===== config.mk =====
export PLATFORM = sky130hd
export DESIGN_NAME = sbeu_top
export DESIGN_NICKNAME = d
export VERILOG_FILES = /design/src/pkg/sbeu_pkg.sv /design/src/verilog/sbeu_top.sv /design/src/verilog/sbeu_seq_tracker.sv
export SDC_FILE = /design/constraint.sdc
export NUM_CORES = 1
export LEC_CHECK = 0
export ABC_AREA = 1
export BUFFER_PORTS_ARGS = -buffer_cell sky130_fd_sc_hd__buf_2
export CAP_MARGIN = 30
export CORE_AREA = 2 2 209 211
export DETAILED_ROUTE_END_ITERATION = 7
export DIE_AREA = 0 0 211 213
export PLACE_DENSITY = 0.58
export SETUP_SLACK_MARGIN = 0.4
export SLEW_MARGIN = 20
export SYNTH_ARGS = -nofsm -noshare
export SYNTH_HDL_FRONTEND = slang
export SYNTH_SLANG_ARGS = --single-unit
export TNS_END_PERCENT = 100

===== constraint.sdc =====
create_clock -name clk -period 7.7 [get_ports clk]
set_clock_uncertainty 0.1 [all_clocks]
set_input_delay 0.385 -clock clk [delete_from_list [all_inputs] [get_ports clk]]
set_output_delay 0.385 -clock clk [all_outputs]
set_load 0.01 [all_outputs]

===== src/pkg/sbeu_pkg.sv =====
// shared constants and types for the sequential break event unit
package sbeu_pkg;

  // ----------------------------------------
  // sizes
  // ----------------------------------------
  localparam int NCH = 14;
  localparam int NCOND = 8;
  localparam int CHW = 4;
  localparam int CNTW = 8;
  localparam int SEQD = 8;
  localparam int STGW = 3;
  localparam int LENW = 4;

  // ----------------------------------------
  // condition kinds, one bit each
  // ----------------------------------------
  localparam int C_ADDR = 0;
  localparam int C_DATA = 1;
  localparam int C_ASID = 2;
  localparam int C_BUS = 3;
  localparam int C_WIN = 4;
  localparam int C_SYS = 5;
  localparam int C_TLBLOAD = 6;
  localparam int C_BRANCH = 7;

  // ----------------------------------------
  // channel slots
  // ----------------------------------------
  localparam logic [CHW-1:0] CH1 = 4'h0;
  localparam logic [CHW-1:0] CH2 = 4'h1;
  localparam logic [CHW-1:0] CH3 = 4'h2;
  localparam logic [CHW-1:0] CH4 = 4'h3;
  localparam logic [CHW-1:0] CH5 = 4'h4;
  localparam logic [CHW-1:0] CH6 = 4'h5;
  localparam logic [CHW-1:0] CH7 = 4'h6;
  localparam logic [CHW-1:0] CH8 = 4'h7;
  localparam logic [CHW-1:0] CH9 = 4'h8;
  localparam logic [CHW-1:0] CH10 = 4'h9;
  localparam logic [CHW-1:0] CH11 = 4'hA;
  localparam logic [CHW-1:0] CH12 = 4'hB;
  localparam logic [CHW-1:0] CH17 = 4'hC;
  localparam logic [CHW-1:0] CH18 = 4'hD;

  // predecessor selector codes: slot plus one, or the match flag
  localparam logic [CHW-1:0] PRED_NONE = 4'h0;
  localparam logic [CHW-1:0] PRED_FLAG = 4'hF;

  // ----------------------------------------
  // capability matrix, channel 18 first
  // ----------------------------------------
  localparam logic [NCH-1:0][NCOND-1:0] COND_CAP = {
    8'h21, 8'h21, 8'h80, 8'h0F, 8'h0D, 8'h21, 8'h21,
    8'h40, 8'h1C, 8'h1C, 8'h05, 8'h05, 8'h0F, 8'h0D};
  localparam logic [NCH-1:0] CAP_COUNT = 14'h0402;
  localparam logic [NCH-1:0] CAP_BREAK = 14'h3FFF;
  localparam logic [NCH-1:0] CAP_TRACE = 14'h39B0;
  localparam logic [NCH-1:0] CAP_PERF = 14'h3FBF;
  localparam logic [NCH-1:0] BREAK_FIXED = 14'h0040;
  localparam logic [NCH-1:0] SYS_GROUP = 14'h3180;

  // ----------------------------------------
  // reset values
  // ----------------------------------------
  localparam logic [CNTW-1:0] CNT_RST = 8'h00;
  localparam logic [STGW-1:0] STAGE_RST = 3'h0;
  localparam logic [NCH-1:0] SAT_RST = 14'h0000;

  // ----------------------------------------
  // modes
  // ----------------------------------------
  typedef enum logic [3:0] {
    CPU_OFF, CPU_2_1, CPU_4_3, CPU_6_5, CPU_11_10,
    CPU_CH3, CPU_CH4, CPU_CH5, CPU_CH6, CPU_CH7, CPU_CH8, CPU_EXT
  } sbeu_cpu_mode_t;

  typedef enum logic [2:0] {
    SYS_OFF, SYS_9_8, SYS_8_9, SYS_18_17, SYS_17_18, SYS_EXT
  } sbeu_sys_mode_t;

  typedef logic [SEQD-1:0][CHW-1:0] sbeu_order_t;

endpackage


===== src/verilog/sbeu_top.sv =====
// event channel qualifier, action router and sequential break unit
module sbeu_top (
  input logic clk,
  input logic rst,
  input sbeu_pkg::sbeu_cpu_mode_t cpuMode,
  input sbeu_pkg::sbeu_sys_mode_t sysMode,
  input logic [sbeu_pkg::NCH-1:0][sbeu_pkg::NCOND-1:0] condUse,
  input logic [sbeu_pkg::NCH-1:0][sbeu_pkg::NCOND-1:0] condHit,
  input logic [sbeu_pkg::NCH-1:0] countEn,
  input logic [sbeu_pkg::NCH-1:0][sbeu_pkg::CNTW-1:0] countTarget,
  input logic [sbeu_pkg::NCH-1:0] breakEn,
  input logic [sbeu_pkg::NCH-1:0] traceEn,
  input logic [sbeu_pkg::NCH-1:0] perfStartEn,
  input logic [sbeu_pkg::NCH-1:0] perfStopEn,
  input logic [sbeu_pkg::NCH-1:0][sbeu_pkg::CHW-1:0] predSel,
  input logic [sbeu_pkg::NCH-1:0] flagSetEn,
  input logic [sbeu_pkg::NCH-1:0] flagClrEn,
  input logic swTraceEn,
  input logic swTraceHit,
  output logic haltReq,
  output logic [sbeu_pkg::NCH-1:0] traceReq,
  output logic perfStart,
  output logic perfStop,
  output logic swTraceReq,
  output logic cpuMatchFlag,
  output logic [sbeu_pkg::NCH-1:0] chanSat,
  output logic [sbeu_pkg::STGW-1:0] cpuStage,
  output logic [sbeu_pkg::STGW-1:0] sysStage
);
  import sbeu_pkg::*;

  // ----------------------------------------
  // decode helpers
  // ----------------------------------------
  function automatic sbeu_order_t cpuOrder(input sbeu_cpu_mode_t m);
    sbeu_order_t o;
    o = '0;
    case (m)
      CPU_2_1: o[1:0] = {CH1, CH2};
      CPU_4_3: o[1:0] = {CH3, CH4};
      CPU_6_5: o[1:0] = {CH5, CH6};
      CPU_11_10: o[1:0] = {CH10, CH11};
      CPU_CH3: o[2:0] = {CH1, CH2, CH3};
      CPU_CH4: o[3:0] = {CH1, CH2, CH3, CH4};
      CPU_CH5: o[4:0] = {CH1, CH2, CH3, CH4, CH5};
      CPU_CH6: o[5:0] = {CH1, CH2, CH3, CH4, CH5, CH6};
      CPU_CH7: o[6:0] = {CH1, CH2, CH3, CH4, CH5, CH6, CH10};
      CPU_CH8: o[7:0] = {CH1, CH2, CH3, CH4, CH5, CH6, CH10, CH11};
      default: o = '0;
    endcase
    return o;
  endfunction

  function automatic logic [LENW-1:0] cpuLen(input sbeu_cpu_mode_t m);
    case (m)
      CPU_2_1, CPU_4_3, CPU_6_5, CPU_11_10: return 4'h2;
      CPU_CH3: return 4'h3;
      CPU_CH4: return 4'h4;
      CPU_CH5: return 4'h5;
      CPU_CH6: return 4'h6;
      CPU_CH7: return 4'h7;
      CPU_CH8: return 4'h8;
      default: return 4'h0;
    endcase
  endfunction

  function automatic sbeu_order_t sysOrder(input sbeu_sys_mode_t m);
    sbeu_order_t o;
    o = '0;
    case (m)
      SYS_9_8: o[1:0] = {CH8, CH9};
      SYS_8_9: o[1:0] = {CH9, CH8};
      SYS_18_17: o[1:0] = {CH17, CH18};
      SYS_17_18: o[1:0] = {CH18, CH17};
      default: o = '0;
    endcase
    return o;
  endfunction

  // slots taking part in a fixed chain; used for both sides
  function automatic logic [NCH-1:0] members(input sbeu_order_t o, input logic [LENW-1:0] n);
    logic [NCH-1:0] m;
    m = '0;
    for (int k = 0; k < SEQD; k++) begin
      if (k < int'(n)) begin
        m[o[k]] = 1'b1;
      end
    end
    return m;
  endfunction

  // ----------------------------------------
  // channel qualification
  // ----------------------------------------
  logic [NCH-1:0] qualRaw;
  logic [NCH-1:0] countHit;
  logic [NCH-1:0] countOn;
  logic [NCH-1:0] qual;

  genvar g;
  generate
    for (g = 0; g < NCH; g++) begin : g_chan
      logic [NCOND-1:0] used;
      // kinds outside the capability matrix are ignored even if selected
      assign used = condUse[g] & COND_CAP[g];
      assign qualRaw[g] = (|used) && (&(~used | condHit[g]));
      assign countOn[g] = countEn[g] && CAP_COUNT[g];
      if (CAP_COUNT[g]) begin : g_cnt
        logic [CNTW-1:0] cnt_q;
        assign countHit[g] = ({1'b0, cnt_q} + 9'h001) >= {1'b0, countTarget[g]};
        always_ff @(posedge clk) begin
          if (rst || haltReq) begin
            cnt_q <= CNT_RST;
          end else if (qualRaw[g] && countOn[g]) begin
            cnt_q <= countHit[g] ? CNT_RST : cnt_q + 8'h01;
          end
        end
      end else begin : g_nocnt
        assign countHit[g] = 1'b1;
      end
      assign qual[g] = qualRaw[g] && (!countOn[g] || countHit[g]);
    end
  endgenerate

  // ----------------------------------------
  // extended sequencing
  // ----------------------------------------
  logic [NCH-1:0] extOn;
  logic [NCH-1:0] predOk;
  logic [NCH-1:0] isPred;
  logic [NCH-1:0] fire;
  logic [NCH-1:0] extFire;
  logic [NCH-1:0] flagPred;
  logic [NCH-1:0] sat_q;
  logic flag_q;
  logic setHit;
  logic clrHit;

  generate
    for (g = 0; g < NCH; g++) begin : g_ext
      assign extOn[g] = SYS_GROUP[g] ? (sysMode == SYS_EXT) : (cpuMode == CPU_EXT);
      assign flagPred[g] = (predSel[g] == PRED_FLAG);
      assign predOk[g] = (predSel[g] == PRED_NONE) || (flagPred[g] && flag_q)
        || (!flagPred[g] && sat_q[predSel[g] - 4'h1]);
      assign fire[g] = qual[g] && (!extOn[g] || predOk[g]);
    end
  endgenerate

  assign extFire = fire & extOn;

  always_comb begin
    isPred = '0;
    for (int i = 0; i < NCH; i++) begin
      if (extOn[i] && predSel[i] != PRED_NONE && !flagPred[i]) begin
        isPred[predSel[i] - 4'h1] = 1'b1;
      end
    end
  end

  assign setHit = |(extFire & flagSetEn);
  assign clrHit = |(extFire & flagClrEn);

  // a new satisfaction in the halt cycle survives, so no event is lost
  always_ff @(posedge clk) begin
    if (rst) begin
      sat_q <= SAT_RST;
    end else if (haltReq) begin
      sat_q <= extFire;
    end else begin
      sat_q <= sat_q | extFire;
    end
  end

  // set beats clear, and both beat the break reset
  always_ff @(posedge clk) begin
    if (rst) begin
      flag_q <= 1'b0;
    end else if (setHit) begin
      flag_q <= 1'b1;
    end else if (clrHit || haltReq) begin
      flag_q <= 1'b0;
    end
  end

  // ----------------------------------------
  // fixed chains
  // ----------------------------------------
  sbeu_order_t cpuSeq;
  sbeu_order_t sysSeq;
  logic [LENW-1:0] cpuSeqLen;
  logic [LENW-1:0] sysSeqLen;
  logic [NCH-1:0] inChain;
  logic cpuDone;
  logic sysDone;

  assign cpuSeq = cpuOrder(cpuMode);
  assign cpuSeqLen = cpuLen(cpuMode);
  assign sysSeq = sysOrder(sysMode);
  assign sysSeqLen = (sysMode == SYS_OFF || sysMode == SYS_EXT) ? 4'h0 : 4'h2;
  // chain members advance the chain but keep their trace and perf actions; their own break is held back
  assign inChain = members(cpuSeq, cpuSeqLen) | members(sysSeq, sysSeqLen);

  sbeu_seq_tracker u_cpu_seq (
    .clk(clk),
    .rst(rst),
    .hit(fire),
    .order(cpuSeq),
    .len(cpuSeqLen),
    .clear(haltReq),
    .done(cpuDone),
    .stage(cpuStage)
  );

  sbeu_seq_tracker u_sys_seq (
    .clk(clk),
    .rst(rst),
    .hit(fire),
    .order(sysSeq),
    .len(sysSeqLen),
    .clear(haltReq),
    .done(sysDone),
    .stage(sysStage)
  );

  // ----------------------------------------
  // actions
  // ----------------------------------------
  logic [NCH-1:0] chanBreak;
  logic halt_q;
  logic [NCH-1:0] trace_q;
  logic perfStart_q;
  logic perfStop_q;
  logic swTrace_q;

  assign chanBreak = fire & (breakEn | BREAK_FIXED) & CAP_BREAK
    & ~inChain & ~isPred;

  always_ff @(posedge clk) begin
    if (rst) begin
      halt_q <= 1'b0;
    end else begin
      halt_q <= (|chanBreak) || cpuDone || sysDone;
    end
  end

  always_ff @(posedge clk) begin
    if (rst) begin
      trace_q <= '0;
      swTrace_q <= 1'b0;
    end else begin
      trace_q <= fire & traceEn & CAP_TRACE;
      swTrace_q <= swTraceEn && swTraceHit;
    end
  end

  always_ff @(posedge clk) begin
    if (rst) begin
      perfStart_q <= 1'b0;
      perfStop_q <= 1'b0;
    end else begin
      perfStart_q <= |(fire & perfStartEn & CAP_PERF);
      perfStop_q <= |(fire & perfStopEn & CAP_PERF);
    end
  end

  assign haltReq = halt_q;
  assign traceReq = trace_q;
  assign perfStart = perfStart_q;
  assign perfStop = perfStop_q;
  assign swTraceReq = swTrace_q;
  assign cpuMatchFlag = flag_q;
  assign chanSat = sat_q;
endmodule


===== src/verilog/sbeu_seq_tracker.sv =====
// ordered chain tracker: walks a list of channel slots one match at a time
module sbeu_seq_tracker (
  input logic clk,
  input logic rst,
  input logic [sbeu_pkg::NCH-1:0] hit,
  input sbeu_pkg::sbeu_order_t order,
  input logic [sbeu_pkg::LENW-1:0] len,
  input logic clear,
  output logic done,
  output logic [sbeu_pkg::STGW-1:0] stage
);
  import sbeu_pkg::*;

  logic [STGW-1:0] stage_q;
  logic [STGW-1:0] stage_d;
  logic isLast;
  logic wantHit;

  // a zero length leaves the tracker idle
  assign wantHit = (len != 4'h0) && hit[order[stage_q]];
  assign isLast = ({1'b0, stage_q} == len - 4'h1);
  assign done = wantHit && isLast && !clear;
  assign stage = stage_q;

  // ----------------------------------------
  // stage register
  // ----------------------------------------
  // only the channel awaited now moves the chain; out-of-order hits are ignored
  always_comb begin
    stage_d = stage_q;
    if (clear || done) begin
      stage_d = STAGE_RST;
    end else if (wantHit) begin
      stage_d = stage_q + 3'h1;
    end
  end

  always_ff @(posedge clk) begin
    if (rst) begin
      stage_q <= STAGE_RST;
    end else begin
      stage_q <= stage_d;
    end
  end
endmodule


==> results.md <==
- Layout cells sized above 1: 14.9%
- Hpwl dp: 44300 microns
- Final wirelength: 53500 microns
- Clock Latency Late Sink: 300 ps
- RSZ-0062 raised after global routing: false
- Worst slack at placement: 4090 ps
- Resize count post-CTS: 0
- H-Tree Depth: 2
- Pre-Repair DR Iteration Count: 6
- Main synth FF type: dfxtp_1
- Pin count of the biggest net entering global routing: 29
- Tightest Pin Transition: 1110 ps
- Vias in the first global route: 12700
- Sequential fraction of the synthesis area: under 10%
- Met1 WL: 23800 microns
- Port buffer count: 258
- Setup violations, final: 0
- Hold path start: swTraceHit
- Critical path capture point type: register
- CTS tree: done
- Unique masters post-synth: 56
- Worst hold path type: primary input to register
- Final ANT Viol Nets: 0
- Core Box Area: 42700 sq um
- Max FO, Critical Path: 10
- Mapped Area: between 9000 and 10000 sq um
- Highest Clock Rate: 278 MHz
- Worst Slack Setup Final: 4100 ps
- Hold Fails Final Rpt: 0
- Yosys reg bits: 48
- Syn avg cell area: 5.30 sq um
- Inst Count DP: 2657
- WL/cell: 20.0 microns
- Die Span Y: 213 microns
- Critical Path RT: 7820 ps
- Setup TNS: 0 ps
- Placed Instance Area: 11800 sq um
- DR top layer: met5
- CP Launch Type: register
- Antenna violations before repair: 4
- Status: complete, no violations
- Max Root-Sink Buffers: 2
- Iteration-0 DRC Markers: 1364
- Relative slew slack: 26.0%
- Highest ir drop seen on vdd: 0.0000908 V
- Layout fillers: 4867
- Number of max-cap violations: 0
- Critical path arrival: ~3700 ps
- WHS Path Cells: 3
- Setup bufs post-CTS: 0
- Metal3 WL: 4790 microns
- Async S/R FF share, synth: 0%
- Synth top area cells: nand2_1 21%, nand3_1 13%, inv_1 11%
- RD Place Congestion: about 1
- R2r startpoint: chanSat[13]
- Chip Width: 211 microns
- IO Pins: 540
- Most frequent cell after synthesis: nand2_1
- Total number of vias: 13600
- Post-synth EDFFs: 0
- Synth Instances: 1885
- Clk root buf: clkbuf_16
- Worst reg2reg endpoint: cpuMatchFlag
- Via density: 5.10
- Reg2Reg Setup Slack: 4100 ps
- Clock Sinks: 48
- Largest area contributor in the netlist: nand2_1
- Worst-path clk slew: 80 ps
- Die ar.: 44900 sq um
- All-layer global routing usage: 23.0%
- WHS Endpoint: swTraceReq
- Initial Utilization: 23.4%
- Most frequent cells after synthesis: 556 x nand2_1, 282 x inv_1, 262 x nand3_1, 195 x nor2_1, 109 x a21oi_1
- Warnings from Yosys: 0
- Layout area overhead: 19.9%
- Finished Layout Cells: between 2000 and 3000
- LEAKAGE: 6.38 nW
- CTS Buf Count: 5
- Final-stage net count: 2699
- Cell area after layout: 12000 sq um
- Placement Rows: 76
- Pwr Total: 1.13 mW
- CTS Hold Buffers Added: 0
- Power density over cell area: 94.2 nW/um^2
- Synth top area share: around a fifth
- Final Max Tran Viols: 0
- Crit path kind: register to register
- First-pass GRT wire length: roughly 78000 microns
- Worst-case reg-to-reg path depth: 14
- Final Cycle Share: between 40% and 50%
- Total gr overflow: 0
- DRC: 0
- Period minus WS final: 3600 ps
- Routed length on met2: 22900 microns
how the worst max path moves through the flow:
stage                        startpoint            to
2_1_floorplan  g_chan[1].g_cnt.cnt_q[0]       haltReq
3_3_place_gp                 cpuMode[2]       haltReq
3_5_place_dp                predSel[48]      perfStop
4_1_cts        g_chan[1].g_cnt.cnt_q[0]     perfStart
5_1_grt        g_chan[1].g_cnt.cnt_q[0]  cpuMatchFlag
6_report                    chanSat[13]  cpuMatchFlag
worst max-delay path, stage by stage, from the launching register on:
cell	delay, ps
dfxtp_1	750
inv_1	520
a21oi_1	250
o21ai_0	100
o211ai_1	200
nand3_1	100
nand2_1	210
nand2_1	340
nor2_1	360
nand2_1	160
nand2_1	90
inv_1	40
nand4_1	60
nor2_1	50
a21oi_1	170
report_power, final:
group,switching [mW],total [mW],internal (mW)
clock,0.112,0.267,0.155
sequential,0.0127,0.269,0.256
combinational,0.400,0.593,0.193
state kept, by name, indices dropped and copies added, names as in the netlist:
name                flops
haltReq                 1
traceReq                7
u_sys_seq.stage         3
perfStart               1
swTraceReq              1
cpuMatchFlag            1
g_chan.g_cnt.cnt_q     16
perfStop                1
chanSat                14
u_cpu_seq.stage         3
logic make-up (layout without fill, tap and decap cells):
family | Yosys count | count (layout) | synth area share (%)
AND/OR/NAND/NOR | 1114 | 1114 | 48.3
buffers and inverters | 337 | 565 | 13.3
AO/OA/AOI/OAI | 264 | 264 | 15.0
adder cells (fa/ha/maj) | 80 | 80 | 10.0
flip-flops | 48 | 48 | 9.62
XOR/XNOR | 41 | 41 | 3.74
other | 1 | 10 | 0.0375
per-stage QoR:
step                      util (%)  hold slack, ps
after floorplan                  -             354
after global placement        27.6             370
after global routing          28.1             204
after detailed placement      27.6             379
final                         28.1             191
after CTS                     28.1             190
cells in the final DEF, fill, tap and decap left out, drive strengths merged, types with 2 or more instances in the layout:
cell type	instances
a21oi	111
inv	290
clkbuf	5
o211a	2
nand2	563
buf	264
nor3	25
xor2	31
a22oi	2
nor4	6
a211oi	9
clkinv	4
a31oi	3
and2	3
or2	2
diode	3
a22o	3
o22ai	14
xnor2	10
o221ai	2
ha	80
o2111ai	5
dfxtp	48
nor2	200
nand4	35
nand3	274
o21ai	93
conb	7
nor3b	2
nand3b	3
o211ai	10
final cells by class:
cell class              instances  area, sq um  share of cell area (%)
diodes                          3         7.51                  0.0626
clock buffers                   5          125                    1.04
clock inverters                 3         46.3                   0.386
inverters                     293         1100                    9.19
multi-input cells            1506         7720                    64.4
flip-flops and latches         48          961                    8.02
well taps                     546          683                    5.70
repair buffers                264         1340                    11.2
layer usage:
metal | vias up | track usage, %
met2 | 698 | 36.4
li1 | 6572 | -
met3 | 110 | 3.93
met5 | - | 0
met4 | 4 | 8.33
met1 | 6220 | 31.3
No activity file was read; power rests on OpenSTA's default activity.
